$ cat src/rtl/lmr_pkg.sv
// Constants, register map and types for the load model and relaxation control block
package lmr_pkg;
  localparam int ADDR_W = 8;
  localparam int DATA_W = 32;
  localparam int VAL_W = 16;
  localparam int SEL_W = 3;
  localparam logic [7:0] OFS_CTRL = 8'h00;
  localparam logic [7:0] OFS_STATUS = 8'h04;
  localparam logic [7:0] OFS_DSG_THR = 8'h08;
  localparam logic [7:0] OFS_CHG_THR = 8'h0c;
  localparam logic [7:0] OFS_QUIT_CUR = 8'h10;
  localparam logic [7:0] OFS_DSG_RELAX = 8'h14;
  localparam logic [7:0] OFS_CHG_RELAX = 8'h18;
  localparam logic [7:0] OFS_QUIT_RELAX = 8'h1c;
  localparam logic [7:0] OFS_USER_I_RATE = 8'h20;
  localparam logic [7:0] OFS_USER_P_RATE = 8'h24;
  localparam logic [7:0] OFS_CHG_RESERVE = 8'h28;
  localparam logic [7:0] OFS_ENG_RESERVE = 8'h2c;
  localparam logic [7:0] OFS_QMAX_A = 8'h30;
  localparam logic [7:0] OFS_QMAX_B = 8'h34;
  localparam logic [7:0] OFS_LEARN_A = 8'h38;
  localparam logic [7:0] OFS_LEARN_B = 8'h3c;
  localparam logic [7:0] OFS_RATE = 8'h40;
  localparam int CTRL_MODE_BIT = 0;
  localparam int CTRL_SEL_LSB = 4;
  localparam int ST_MODE_BIT = 0;
  localparam int ST_DSG_BIT = 1;
  localparam int ST_CHG_BIT = 2;
  localparam int ST_RELAX_BIT = 3;
  localparam int ST_OCV_BIT = 4;
  localparam int ST_QMAX_OK_BIT = 5;
  localparam int LEARN_BIT = 0;
  localparam logic RST_LOAD_MODE = 1'b0;
  localparam logic [2:0] RST_LOAD_SEL = 3'h1;
  localparam logic [15:0] RST_DSG_THR = 16'h0064;
  localparam logic [15:0] RST_CHG_THR = 16'h0064;
  localparam logic [15:0] RST_QUIT_CUR = 16'h0028;
  localparam logic [12:0] RST_DSG_RELAX_S = 13'h003c;
  localparam logic [7:0] RST_CHG_RELAX_S = 8'h3c;
  localparam logic [5:0] RST_QUIT_RELAX_S = 6'h01;
  localparam logic [15:0] RST_QMAX = 16'h03e8;
  localparam logic [7:0] RST_LEARN = 8'h00;
  localparam int CLK_PERIOD_NS = 10;
  localparam int SECOND_NS = 1000000000;
  localparam int SEC_CYCLES = SECOND_NS / CLK_PERIOD_NS;
  localparam int OCV_WAIT_MIN = 5;
  localparam logic [8:0] OCV_WAIT_S = 9'(OCV_WAIT_MIN * 60);
  localparam logic [15:0] SLOPE_LIMIT_UV = 16'h0004;
  localparam int LPF_TAU_S = 14;
  localparam int C_RATE_DIV = 5;
  localparam int PWR_SCALE = 10000;
  typedef enum logic [0:0] {
    LMR_ACTIVE = 1'b0,
    LMR_RELAX = 1'b1
  } lmr_relax_type;
endpackage

$ cat src/rtl/lmr_rate_if.sv
// Sources and selection for the load-compensation rate
`timescale 1ns/1ps
interface lmr_rate_if;
  logic load_mode;
  logic [lmr_pkg::SEL_W-1:0] load_select;
  logic signed [15:0] avg_i_last, avg_i_now, avg_i_filt, avg_i_lpf;
  logic signed [15:0] avg_p_last, avg_p_now, trial_rate;
  logic [15:0] cell_v, design_cap, design_energy, user_i_rate, user_p_rate;
  logic signed [15:0] rate;
  modport src (output load_mode, load_select, avg_i_last, avg_i_now, avg_i_filt, avg_i_lpf,
    avg_p_last, avg_p_now, trial_rate, cell_v, design_cap, design_energy, user_i_rate,
    user_p_rate, input rate);
  modport sel (input load_mode, load_select, avg_i_last, avg_i_now, avg_i_filt, avg_i_lpf,
    avg_p_last, avg_p_now, trial_rate, cell_v, design_cap, design_energy, user_i_rate,
    user_p_rate, output rate);
endinterface

$ cat src/rtl/lmr_timer.sv
// Whole-second condition timer that restarts whenever its condition drops
`timescale 1ns/1ps
module lmr_timer #(
  parameter int W = 13
) (
  input wire logic pclk,
  input wire logic presetn,
  input wire logic run,
  input wire logic tick,
  input wire logic [W-1:0] period,
  output logic done
);
  logic [W-1:0] cnt_q;
  logic [W-1:0] cnt_d;
  wire logic at_max = &cnt_q;

  // Saturates so a long quiet spell cannot wrap back below the period
  assign cnt_d = !run ? '0 : (tick && !at_max) ? cnt_q + 1'b1 : cnt_q;
  assign done = run && (cnt_q >= period);

  always_ff @(posedge pclk or negedge presetn) begin
    if (!presetn) begin
      cnt_q <= '0;
    end else begin
      cnt_q <= cnt_d;
    end
  end
endmodule // lmr_timer

$ cat src/rtl/lmr_rate_sel.sv
// Picks the current or power rate that drives load compensation
`timescale 1ns/1ps
module lmr_rate_sel (
  lmr_rate_if.sel rif
);
  logic signed [31:0] p_filt;
  logic signed [31:0] p_lpf;
  logic signed [15:0] i_rate;
  logic signed [15:0] p_rate;

  // Current times millivolts gives microwatts; scale to 10 mW units
  assign p_filt = (32'(rif.avg_i_filt) * $signed({16'h0000, rif.cell_v})) / lmr_pkg::PWR_SCALE;
  assign p_lpf = (32'(rif.avg_i_lpf) * $signed({16'h0000, rif.cell_v})) / lmr_pkg::PWR_SCALE;

  always_comb begin
    unique case (rif.load_select)
      3'h0: i_rate = rif.avg_i_last;
      3'h1: i_rate = rif.avg_i_now;
      3'h2: i_rate = rif.avg_i_filt;
      3'h3: i_rate = rif.avg_i_lpf;
      3'h4: i_rate = $signed(16'(rif.design_cap / lmr_pkg::C_RATE_DIV));
      3'h5: i_rate = rif.trial_rate;
      3'h6: i_rate = $signed(rif.user_i_rate);
      default: i_rate = rif.avg_i_now;
    endcase
  end

  always_comb begin
    unique case (rif.load_select)
      3'h0: p_rate = rif.avg_p_last;
      3'h1: p_rate = rif.avg_p_now;
      3'h2: p_rate = p_filt[15:0];
      3'h3: p_rate = p_lpf[15:0];
      3'h4: p_rate = $signed(16'(rif.design_energy / lmr_pkg::C_RATE_DIV));
      3'h5: p_rate = rif.trial_rate;
      3'h6: p_rate = $signed(rif.user_p_rate);
      default: p_rate = rif.avg_p_now;
    endcase
  end

  assign rif.rate = rif.load_mode ? p_rate : i_rate;
endmodule // lmr_rate_sel

$ cat src/rtl/lmr_top.sv
// Load model selection, flow detection and relaxation control with APB registers
//
// Decided for this implementation: the register offsets and the APB slave port.
`timescale 1ns/1ps
module lmr_top #(
  parameter int SEC_CYCLES = lmr_pkg::SEC_CYCLES
) (
  input wire logic pclk,
  input wire logic presetn,
  input wire logic psel,
  input wire logic penable,
  input wire logic pwrite,
  input wire logic [lmr_pkg::ADDR_W-1:0] paddr,
  input wire logic [lmr_pkg::DATA_W-1:0] pwdata,
  output logic [lmr_pkg::DATA_W-1:0] prdata,
  output logic pready,
  output logic pslverr,
  input wire logic signed [15:0] filtered_average_current,
  input wire logic signed [15:0] sense_current,
  input wire logic [15:0] cell_voltage,
  input wire logic signed [15:0] avg_i_last_run,
  input wire logic signed [15:0] avg_i_present,
  input wire logic signed [15:0] avg_p_last_run,
  input wire logic signed [15:0] avg_p_present,
  input wire logic [15:0] design_capacity,
  input wire logic [15:0] design_energy,
  input wire logic signed [15:0] trial_rate_value,
  input wire logic [15:0] voltage_slope_uv,
  input wire logic [15:0] qmax_new,
  input wire logic qmax_new_valid,
  input wire logic qmax_new_profile,
  output logic signed [15:0] load_rate,
  output logic load_model_flag,
  output logic dsg_flowing,
  output logic chg_flowing,
  output logic relax_active,
  output logic ocv_request,
  output logic qmax_update_ok,
  output logic [15:0] charge_reserve,
  output logic [15:0] energy_reserve
);
  if (SEC_CYCLES < 2) begin : g_bad_sec
    $error("SEC_CYCLES must be at least 2");
  end

  localparam int PW = $clog2(SEC_CYCLES);

  function automatic logic [15:0] lmr_mag(input logic signed [15:0] v);
    lmr_mag = v[15] ? 16'(-v) : 16'(v);
  endfunction

  // Configuration registers
  logic load_mode_q;
  logic [2:0] load_sel_q;
  logic [15:0] dsg_thr_q, chg_thr_q, quit_cur_q;
  logic [12:0] dsg_relax_q;
  logic [7:0] chg_relax_q;
  logic [5:0] quit_relax_q;
  logic [15:0] user_i_rate_q, user_p_rate_q, chg_res_q, eng_res_q;
  logic [15:0] qmax_a_q, qmax_b_q, qmax_a_d, qmax_b_d;
  logic [7:0] learn_a_q, learn_b_q, learn_a_d, learn_b_d;

  // Bus outputs
  logic [31:0] prdata_q;
  logic pready_q, pslverr_q;

  // Behaviour state
  logic [PW-1:0] pre_q;
  logic tick_q;
  logic signed [15:0] lpf_q;
  logic signed [16:0] lpf_step;
  lmr_pkg::lmr_relax_type state_q, state_d;
  logic last_chg_q;
  logic [8:0] relax_s_q;
  logic signed [15:0] rate_q;
  logic dsg_q, chg_q, ocv_q, qok_q;

  // Bus decode
  wire logic setup = psel && !penable;
  wire logic wr_en = psel && penable && pwrite && pready_q && !pslverr_q;
  wire logic [7:0] a = paddr;
  wire logic wr_ctrl = wr_en && a == lmr_pkg::OFS_CTRL;
  wire logic wr_learn_a = wr_en && a == lmr_pkg::OFS_LEARN_A;
  wire logic wr_learn_b = wr_en && a == lmr_pkg::OFS_LEARN_B;
  wire logic wr_qmax_a = wr_en && a == lmr_pkg::OFS_QMAX_A;
  wire logic wr_qmax_b = wr_en && a == lmr_pkg::OFS_QMAX_B;

  // Status word seen by software and by the status outputs
  logic [31:0] status_w;
  assign status_w = 32'({qok_q, ocv_q, (state_q == lmr_pkg::LMR_RELAX), chg_q, dsg_q,
                         load_mode_q});

  logic [31:0] rd_mux;
  logic rd_hit;
  always_comb begin
    rd_hit = 1'b1;
    unique case (a)
      lmr_pkg::OFS_CTRL: rd_mux = 32'({load_sel_q, 3'h0, load_mode_q});
      lmr_pkg::OFS_STATUS: rd_mux = status_w;
      lmr_pkg::OFS_DSG_THR: rd_mux = 32'(dsg_thr_q);
      lmr_pkg::OFS_CHG_THR: rd_mux = 32'(chg_thr_q);
      lmr_pkg::OFS_QUIT_CUR: rd_mux = 32'(quit_cur_q);
      lmr_pkg::OFS_DSG_RELAX: rd_mux = 32'(dsg_relax_q);
      lmr_pkg::OFS_CHG_RELAX: rd_mux = 32'(chg_relax_q);
      lmr_pkg::OFS_QUIT_RELAX: rd_mux = 32'(quit_relax_q);
      lmr_pkg::OFS_USER_I_RATE: rd_mux = 32'(user_i_rate_q);
      lmr_pkg::OFS_USER_P_RATE: rd_mux = 32'(user_p_rate_q);
      lmr_pkg::OFS_CHG_RESERVE: rd_mux = 32'(chg_res_q);
      lmr_pkg::OFS_ENG_RESERVE: rd_mux = 32'(eng_res_q);
      lmr_pkg::OFS_QMAX_A: rd_mux = 32'(qmax_a_q);
      lmr_pkg::OFS_QMAX_B: rd_mux = 32'(qmax_b_q);
      lmr_pkg::OFS_LEARN_A: rd_mux = 32'(learn_a_q);
      lmr_pkg::OFS_LEARN_B: rd_mux = 32'(learn_b_q);
      lmr_pkg::OFS_RATE: rd_mux = {16'h0000, rate_q};
      default: begin
        rd_mux = 32'h0000_0000;
        rd_hit = 1'b0;
      end
    endcase
  end

  // One wait-free access: answer is prepared in the setup cycle
  always_ff @(posedge pclk or negedge presetn) begin
    if (!presetn) begin
      prdata_q <= 32'h0000_0000;
      pready_q <= 1'b0;
      pslverr_q <= 1'b0;
    end else begin
      pready_q <= setup;
      pslverr_q <= setup && !rd_hit;
      if (setup && !pwrite) begin
        prdata_q <= rd_mux;
      end
    end
  end

  // Configuration writes; read-only words ignore writes
  always_ff @(posedge pclk or negedge presetn) begin
    if (!presetn) begin
      load_mode_q <= lmr_pkg::RST_LOAD_MODE;
      load_sel_q <= lmr_pkg::RST_LOAD_SEL;
      dsg_thr_q <= lmr_pkg::RST_DSG_THR;
      chg_thr_q <= lmr_pkg::RST_CHG_THR;
      quit_cur_q <= lmr_pkg::RST_QUIT_CUR;
      dsg_relax_q <= lmr_pkg::RST_DSG_RELAX_S;
      chg_relax_q <= lmr_pkg::RST_CHG_RELAX_S;
      quit_relax_q <= lmr_pkg::RST_QUIT_RELAX_S;
      user_i_rate_q <= 16'h0000;
      user_p_rate_q <= 16'h0000;
      chg_res_q <= 16'h0000;
      eng_res_q <= 16'h0000;
    end else if (wr_en) begin
      unique case (a)
        lmr_pkg::OFS_CTRL: begin
          load_mode_q <= pwdata[lmr_pkg::CTRL_MODE_BIT];
          load_sel_q <= pwdata[lmr_pkg::CTRL_SEL_LSB +: lmr_pkg::SEL_W];
        end
        lmr_pkg::OFS_DSG_THR: dsg_thr_q <= pwdata[15:0];
        lmr_pkg::OFS_CHG_THR: chg_thr_q <= pwdata[15:0];
        lmr_pkg::OFS_QUIT_CUR: quit_cur_q <= pwdata[15:0];
        lmr_pkg::OFS_DSG_RELAX: dsg_relax_q <= pwdata[12:0];
        lmr_pkg::OFS_CHG_RELAX: chg_relax_q <= pwdata[7:0];
        lmr_pkg::OFS_QUIT_RELAX: quit_relax_q <= pwdata[5:0];
        lmr_pkg::OFS_USER_I_RATE: user_i_rate_q <= pwdata[15:0];
        lmr_pkg::OFS_USER_P_RATE: user_p_rate_q <= pwdata[15:0];
        lmr_pkg::OFS_CHG_RESERVE: chg_res_q <= pwdata[15:0];
        lmr_pkg::OFS_ENG_RESERVE: eng_res_q <= pwdata[15:0];
        default: ;
      endcase
    end
  end

  // Whole-second tick shared by all timers and the low-pass filter
  wire logic pre_wrap = pre_q == PW'(SEC_CYCLES - 1);
  always_ff @(posedge pclk or negedge presetn) begin
    if (!presetn) begin
      pre_q <= '0;
      tick_q <= 1'b0;
    end else begin
      pre_q <= pre_wrap ? '0 : pre_q + 1'b1;
      tick_q <= pre_wrap;
    end
  end

  // First-order filter with a 14 s time constant, stepped once per second
  assign lpf_step = 17'((17'(filtered_average_current) - 17'(lpf_q)) / lmr_pkg::LPF_TAU_S);
  always_ff @(posedge pclk or negedge presetn) begin
    if (!presetn) begin
      lpf_q <= 16'sh0000;
    end else if (tick_q) begin
      lpf_q <= 16'(17'(lpf_q) + lpf_step);
    end
  end

  // Flow detection; discharge current reads negative
  wire logic [15:0] i_mag = lmr_mag(sense_current);
  wire logic [15:0] avg_mag = lmr_mag(filtered_average_current);
  wire logic dsg_now = sense_current[15] && (i_mag > dsg_thr_q);
  wire logic chg_now = !sense_current[15] && (i_mag > chg_thr_q);
  wire logic quiet = avg_mag < quit_cur_q;
  wire logic loud = avg_mag > quit_cur_q;

  // Settle period follows the direction of the last real flow
  wire logic [12:0] entry_period = last_chg_q ? 13'(chg_relax_q) : dsg_relax_q;
  logic entry_done, exit_done;

  lmr_timer #(.W(13)) u_entry (
    .pclk(pclk),
    .presetn(presetn),
    .run(state_q == lmr_pkg::LMR_ACTIVE && quiet),
    .tick(tick_q),
    .period(entry_period),
    .done(entry_done)
  );

  lmr_timer #(.W(6)) u_exit (
    .pclk(pclk),
    .presetn(presetn),
    .run(state_q == lmr_pkg::LMR_RELAX && loud),
    .tick(tick_q),
    .period(quit_relax_q),
    .done(exit_done)
  );

  always_comb begin
    state_d = state_q;
    unique case (state_q)
      lmr_pkg::LMR_ACTIVE: if (entry_done) state_d = lmr_pkg::LMR_RELAX;
      lmr_pkg::LMR_RELAX: if (exit_done) state_d = lmr_pkg::LMR_ACTIVE;
    endcase
  end

  // Open-circuit readings wait for five unbroken relaxed minutes
  wire logic relax_now = state_q == lmr_pkg::LMR_RELAX;
  wire logic ocv_now = relax_now && relax_s_q >= lmr_pkg::OCV_WAIT_S;
  wire logic qok_now = ocv_now && voltage_slope_uv < lmr_pkg::SLOPE_LIMIT_UV;

  always_ff @(posedge pclk or negedge presetn) begin
    if (!presetn) begin
      state_q <= lmr_pkg::LMR_ACTIVE;
      last_chg_q <= 1'b0;
      relax_s_q <= 9'h000;
    end else begin
      state_q <= state_d;
      if (chg_now) begin
        last_chg_q <= 1'b1;
      end else if (dsg_now) begin
        last_chg_q <= 1'b0;
      end
      if (!relax_now) begin
        relax_s_q <= 9'h000;
      end else if (tick_q && relax_s_q < lmr_pkg::OCV_WAIT_S) begin
        relax_s_q <= relax_s_q + 9'h001;
      end
    end
  end

  // Learned capacity per profile; a hardware learn beats a software write
  wire logic learn_go = qmax_new_valid && qok_now;
  wire logic learn_a = learn_go && !qmax_new_profile;
  wire logic learn_b = learn_go && qmax_new_profile;

  assign qmax_a_d = learn_a ? qmax_new : wr_qmax_a ? pwdata[15:0] : qmax_a_q;
  assign qmax_b_d = learn_b ? qmax_new : wr_qmax_b ? pwdata[15:0] : qmax_b_q;

  always_comb begin
    learn_a_d = wr_learn_a ? pwdata[7:0] : learn_a_q;
    learn_b_d = wr_learn_b ? pwdata[7:0] : learn_b_q;
    if (learn_a) learn_a_d[lmr_pkg::LEARN_BIT] = 1'b1;
    if (learn_b) learn_b_d[lmr_pkg::LEARN_BIT] = 1'b1;
  end

  always_ff @(posedge pclk or negedge presetn) begin
    if (!presetn) begin
      qmax_a_q <= lmr_pkg::RST_QMAX;
      qmax_b_q <= lmr_pkg::RST_QMAX;
      learn_a_q <= lmr_pkg::RST_LEARN;
      learn_b_q <= lmr_pkg::RST_LEARN;
    end else begin
      qmax_a_q <= qmax_a_d;
      qmax_b_q <= qmax_b_d;
      learn_a_q <= learn_a_d;
      learn_b_q <= learn_b_d;
    end
  end

  // Rate selection runs combinationally and is registered here
  lmr_rate_if rif ();
  assign rif.load_mode = load_mode_q;
  assign rif.load_select = load_sel_q;
  assign rif.avg_i_last = avg_i_last_run;
  assign rif.avg_i_now = avg_i_present;
  assign rif.avg_i_filt = filtered_average_current;
  assign rif.avg_i_lpf = lpf_q;
  assign rif.avg_p_last = avg_p_last_run;
  assign rif.avg_p_now = avg_p_present;
  assign rif.trial_rate = trial_rate_value;
  assign rif.cell_v = cell_voltage;
  assign rif.design_cap = design_capacity;
  assign rif.design_energy = design_energy;
  assign rif.user_i_rate = user_i_rate_q;
  assign rif.user_p_rate = user_p_rate_q;

  lmr_rate_sel u_rate (
    .rif(rif)
  );

  always_ff @(posedge pclk or negedge presetn) begin
    if (!presetn) begin
      rate_q <= 16'sh0000;
      dsg_q <= 1'b0;
      chg_q <= 1'b0;
      ocv_q <= 1'b0;
      qok_q <= 1'b0;
    end else begin
      rate_q <= rif.rate;
      dsg_q <= dsg_now;
      chg_q <= chg_now;
      ocv_q <= ocv_now;
      qok_q <= qok_now;
    end
  end

  // Reserves are not rate-scaled: they stand at their no-load value
  assign charge_reserve = chg_res_q;
  assign energy_reserve = eng_res_q;

  assign prdata = prdata_q;
  assign pready = pready_q;
  assign pslverr = pslverr_q;
  assign load_rate = rate_q;
  assign load_model_flag = load_mode_q;
  assign dsg_flowing = dsg_q;
  assign chg_flowing = chg_q;
  assign relax_active = state_q == lmr_pkg::LMR_RELAX;
  assign ocv_request = ocv_q;
  assign qmax_update_ok = qok_q;
endmodule // lmr_top

$ cat config.mk
export PLATFORM = sky130hd
export DESIGN_NAME = lmr_top
export DESIGN_NICKNAME = d
export VERILOG_FILES = /design/src/rtl/lmr_pkg.sv /design/src/rtl/lmr_rate_if.sv /design/src/rtl/lmr_timer.sv /design/src/rtl/lmr_rate_sel.sv /design/src/rtl/lmr_top.sv
export SDC_FILE = /design/constraint.sdc
export NUM_CORES = 2
export LEC_CHECK = 0
export BUFFER_PORTS_ARGS = -buffer_cell sky130_fd_sc_hd__buf_2
export CELL_PAD_IN_SITES_DETAIL_PLACEMENT = 1
export CELL_PAD_IN_SITES_GLOBAL_PLACEMENT = 2
export CORE_MARGIN = 4
export CORE_UTILIZATION = 35
export CTS_CLUSTER_SIZE = 12
export DETAILED_ROUTE_END_ITERATION = 7
export PLACE_DENSITY_LB_ADDON = 0.2
export SYNTH_ARGS = -nofsm -noshare
export SYNTH_HDL_FRONTEND = slang
export SYNTH_SLANG_ARGS = --single-unit
$ cat constraint.sdc
create_clock -name pclk -period 21.7 [get_ports pclk]
set_input_delay 5.425 -clock pclk [delete_from_list [all_inputs] [get_ports pclk]]
set_output_delay 5.425 -clock pclk [all_outputs]
set_load 0.01 [all_outputs]
==> results.py <==
metrics = {
    "place": {
        "hpwlAfterDp_mm": 187,
        "io_buffers": 292,
        "place.gp.congestion": 0.950,
        "place_area_mm2": 0.0638,
    },
    "job": {
        "maxCapViolations": 0,
    },
    "setup_path": {
        "critPathBufInv": 17,
        "cp_top_family": "compound AO/OA/AOI/OAI gates",
        "slowest_delay_ns": 0.57,
        "critical_path_class": "in -> reg",
        "cpMostUsedCell": "buf_4",
        "arrival_ns": 27.29,
        "start_kind": "primary input",
        "endpoint_kind": "flop",
        "required_ns": 22.16,
        "cp_max_fo": 13,
        "crit_slowest_cell": "or4_4",
    },
    "drt": {
        "drt-total-wl_mm": 228,
        "avgViaCountPerCell": 5.60,
        "drtAntennaViolNets": 0,
        "drtIter0Drc": 3548,
        "drc_errors": 0,
        "wl_per_cell_um": 23.5,
        "vias": 54200,
        "dr.pass1.iters": 6,
    },
    "outcome": {
        "status": "complete, but fails checks",
        "violations": "negative setup slack",
    },
    "synthesis": {
        "synth.ff_latch_count": 303,
        "synthSimpleGateAreaFrac_pct": 21.4,
        "yosys.area_share.adder_pct": 23.7,
        "yosys.area.top_type": "fa_1",
        "synthMuxAreaShare_pct": 5.73,
        "yosysMostFrequentCell": "nand2_1",
        "synth_warnings": 0,
        "synth_area_leaders": "fa_1 15%, dfrtp_1 13%, ha_1 8.4%",
        "synth_top_family_by_area": "adder cells",
        "synth-seq-area-share_pct": 14.6,
        "synth_compound_area_share_pct": 20.6,
        "netlist_instances": 6512,
        "synth_commonest_cells": "754 x nand2_1, 630 x inv_1, 429 x nor2_1",
        "syn_area_mm2": 0.0523,
        "synth_top_area_share_pct": 14.9,
        "async_reset_ff_share_pct": 100,
        "synth_cell_types": 145,
        "synth_xor_area_share_pct": 6.69,
        "synth_top_flop_cell": "dfrtp_1",
        "synth_edf_count": 0,
        "syn_avg_cell_area_um2": 8.03,
    },
    "global_route": {
        "antenna_found_initial": 19,
        "grt_max_degree": 85,
        "grt_pass1_vias": 57400,
        "grt_pass1_wl_mm": 347,
        "top_usage_layer": "met2",
        "met2_usage_pct": 47.7,
        "grt_use_total_pct": 28.3,
        "grt_use_met3_pct": 2.80,
        "use_met1_pct": 38.8,
        "grt_overflow_total": 0,
    },
    "floorplan": {
        "dieArea_mm2": 0.156,
        "io_pins": 327,
        "coreArea_mm2": 0.148,
        "die_h_um": 395,
        "row_count": 141,
        "die_x_um": 395,
        "initial_core_util_pct": 35.3,
    },
    "timing": {
        "slew_headroom_pct": 15.0,
        "rsz0062_at_grt": "true",
        "max_freq_mhz": 37.3,
        "period_share_pct": 124,
        "setup_viol": 16,
        "skew_ns": 0.0205,
        "setup_ws_ns": -5.13,
        "hold_viol": 0,
        "slew_viol_final": 0,
        "tightest_slew_ns": 1.26,
        "min_period_ns": 26.83,
    },
    "cells_and_area": {
        "final_nets": 8704,
        "largest_register_ffs": 27,
        "top_register": "pre_q",
        "finalInstanceArea_mm2": 0.0687,
        "syn_to_final_growth_pct": 31.3,
        "drive_gt1_share_pct": 30.4,
    },
    "cts": {
        "cts_tree": "done",
        "clk_path_buf_depth": 3,
        "ctsHoldBuffers": 0,
        "clockRootBuffer": "clkbuf_16",
        "clk_pin_slew_ns": 0.07,
        "cts_buffers": 31,
        "cts_sinks": 303,
        "htreeDepth": 1,
        "clk_latency_ns": 0.62,
    },
    "worst_hold_path": {
        "hold_path_class": "reg -> reg",
    },
}
[worst paths after layout]
path | slack (ns) | cells after the start | endpoint | from
hold reg to reg | 0.47 | 1 | pre_q[4] | pre_q[4]
hold / removal | 0.47 | 1 | pre_q[4] | pre_q[4]
max in group asynchronous | 14.71 | 3 | chg_relax_q[6] | presetn
setup / recovery | -5.13 | 94 | load_rate[8] | cell_voltage[10]
setup reg to reg | -0.89 | 94 | load_rate[8] | lpf_q[13]
min in group asynchronous | 4.76 | 1 | u_exit.cnt_q[1] | presetn
[logic make-up (layout without fill, tap and decap cells)]
family / count (synthesis) / in the layout
buffers and inverters: 981 / 2202
other: 1 / 23
multiplexers: 278 / 278
XOR/XNOR: 392 / 392
adder cells (fa/ha/maj): 760 / 760
AND/OR/NAND/NOR: 2264 / 2264
AO/OA/AOI/OAI: 1533 / 1533
flip-flops: 303 / 303
[layer usage]
layer | wire length (µm) | share of wire, % | vias to the layer above
met4 | 6890 | 3.0 | 4
met2 | 107000 | 47 | 1194
met3 | 10100 | 4.5 | 285
li1 | - | - | 25100
met1 | 104000 | 46 | 27600
met5 | 30 | 0.013 | -
[through the flow]
stage | worst slack [ns] | setup TNS [ns] | utilization (%) | hold slack [ns] | instances
4_1_cts | -4.62 | -68.85 | 45.5 | 0.475 | 9626
6_report | -5.13 | -77.84 | 46.3 | 0.469 | 9685
2_1_floorplan | -4.36 | -64.17 | - | 0.438 | 6527
5_1_grt | -5.98 | -92.16 | 46.3 | 0.486 | 9679
3_5_place_dp | -6.60 | -98.89 | 43.1 | 0.460 | 9463
3_3_place_gp | -6.20 | -93.23 | 43.1 | 0.456 | 9463
[cell type report]
| cell class | instances | area [µm²] |
|---|---|---|
| Fill cell | 17700 | 79500 |
| Clock buffer | 51 | 921 |
| Inverter | 632 | 2370 |
| Timing Repair Buffer | 1514 | 11300 |
| Antenna cell | 7 | 17.5 |
| Tap cell | 1930 | 2410 |
| Clock inverter | 5 | 40.0 |
| Multi-Input combinational cell | 5243 | 43900 |
| Sequential cell | 303 | 7630 |
[what timing repair did]
item / in CTS / in global routing
resized for setup: 407 / 161
pin swaps: 205 / 117
setup buffers: 107 / 52
endpoints found under the setup margin: 16 / 21
gates cloned: 1 / 0
[placed cells by master (no fill, tap or decap), types with 164 or more instances in the layout]
cell type,instances
o21ai_0,285
dfrtp_1,271
and2_1,230
mux2_2,164
nor2_1,413
buf_2,276
ha_1,326
buf_4,1157
nand2_1,711
a21oi_1,267
fa_1,378
xnor2_1,222
inv_1,619
Power is left out: the tool's default activity adds up to more than one toggle a clock period on the data nets, which glitch-free logic cannot reach.
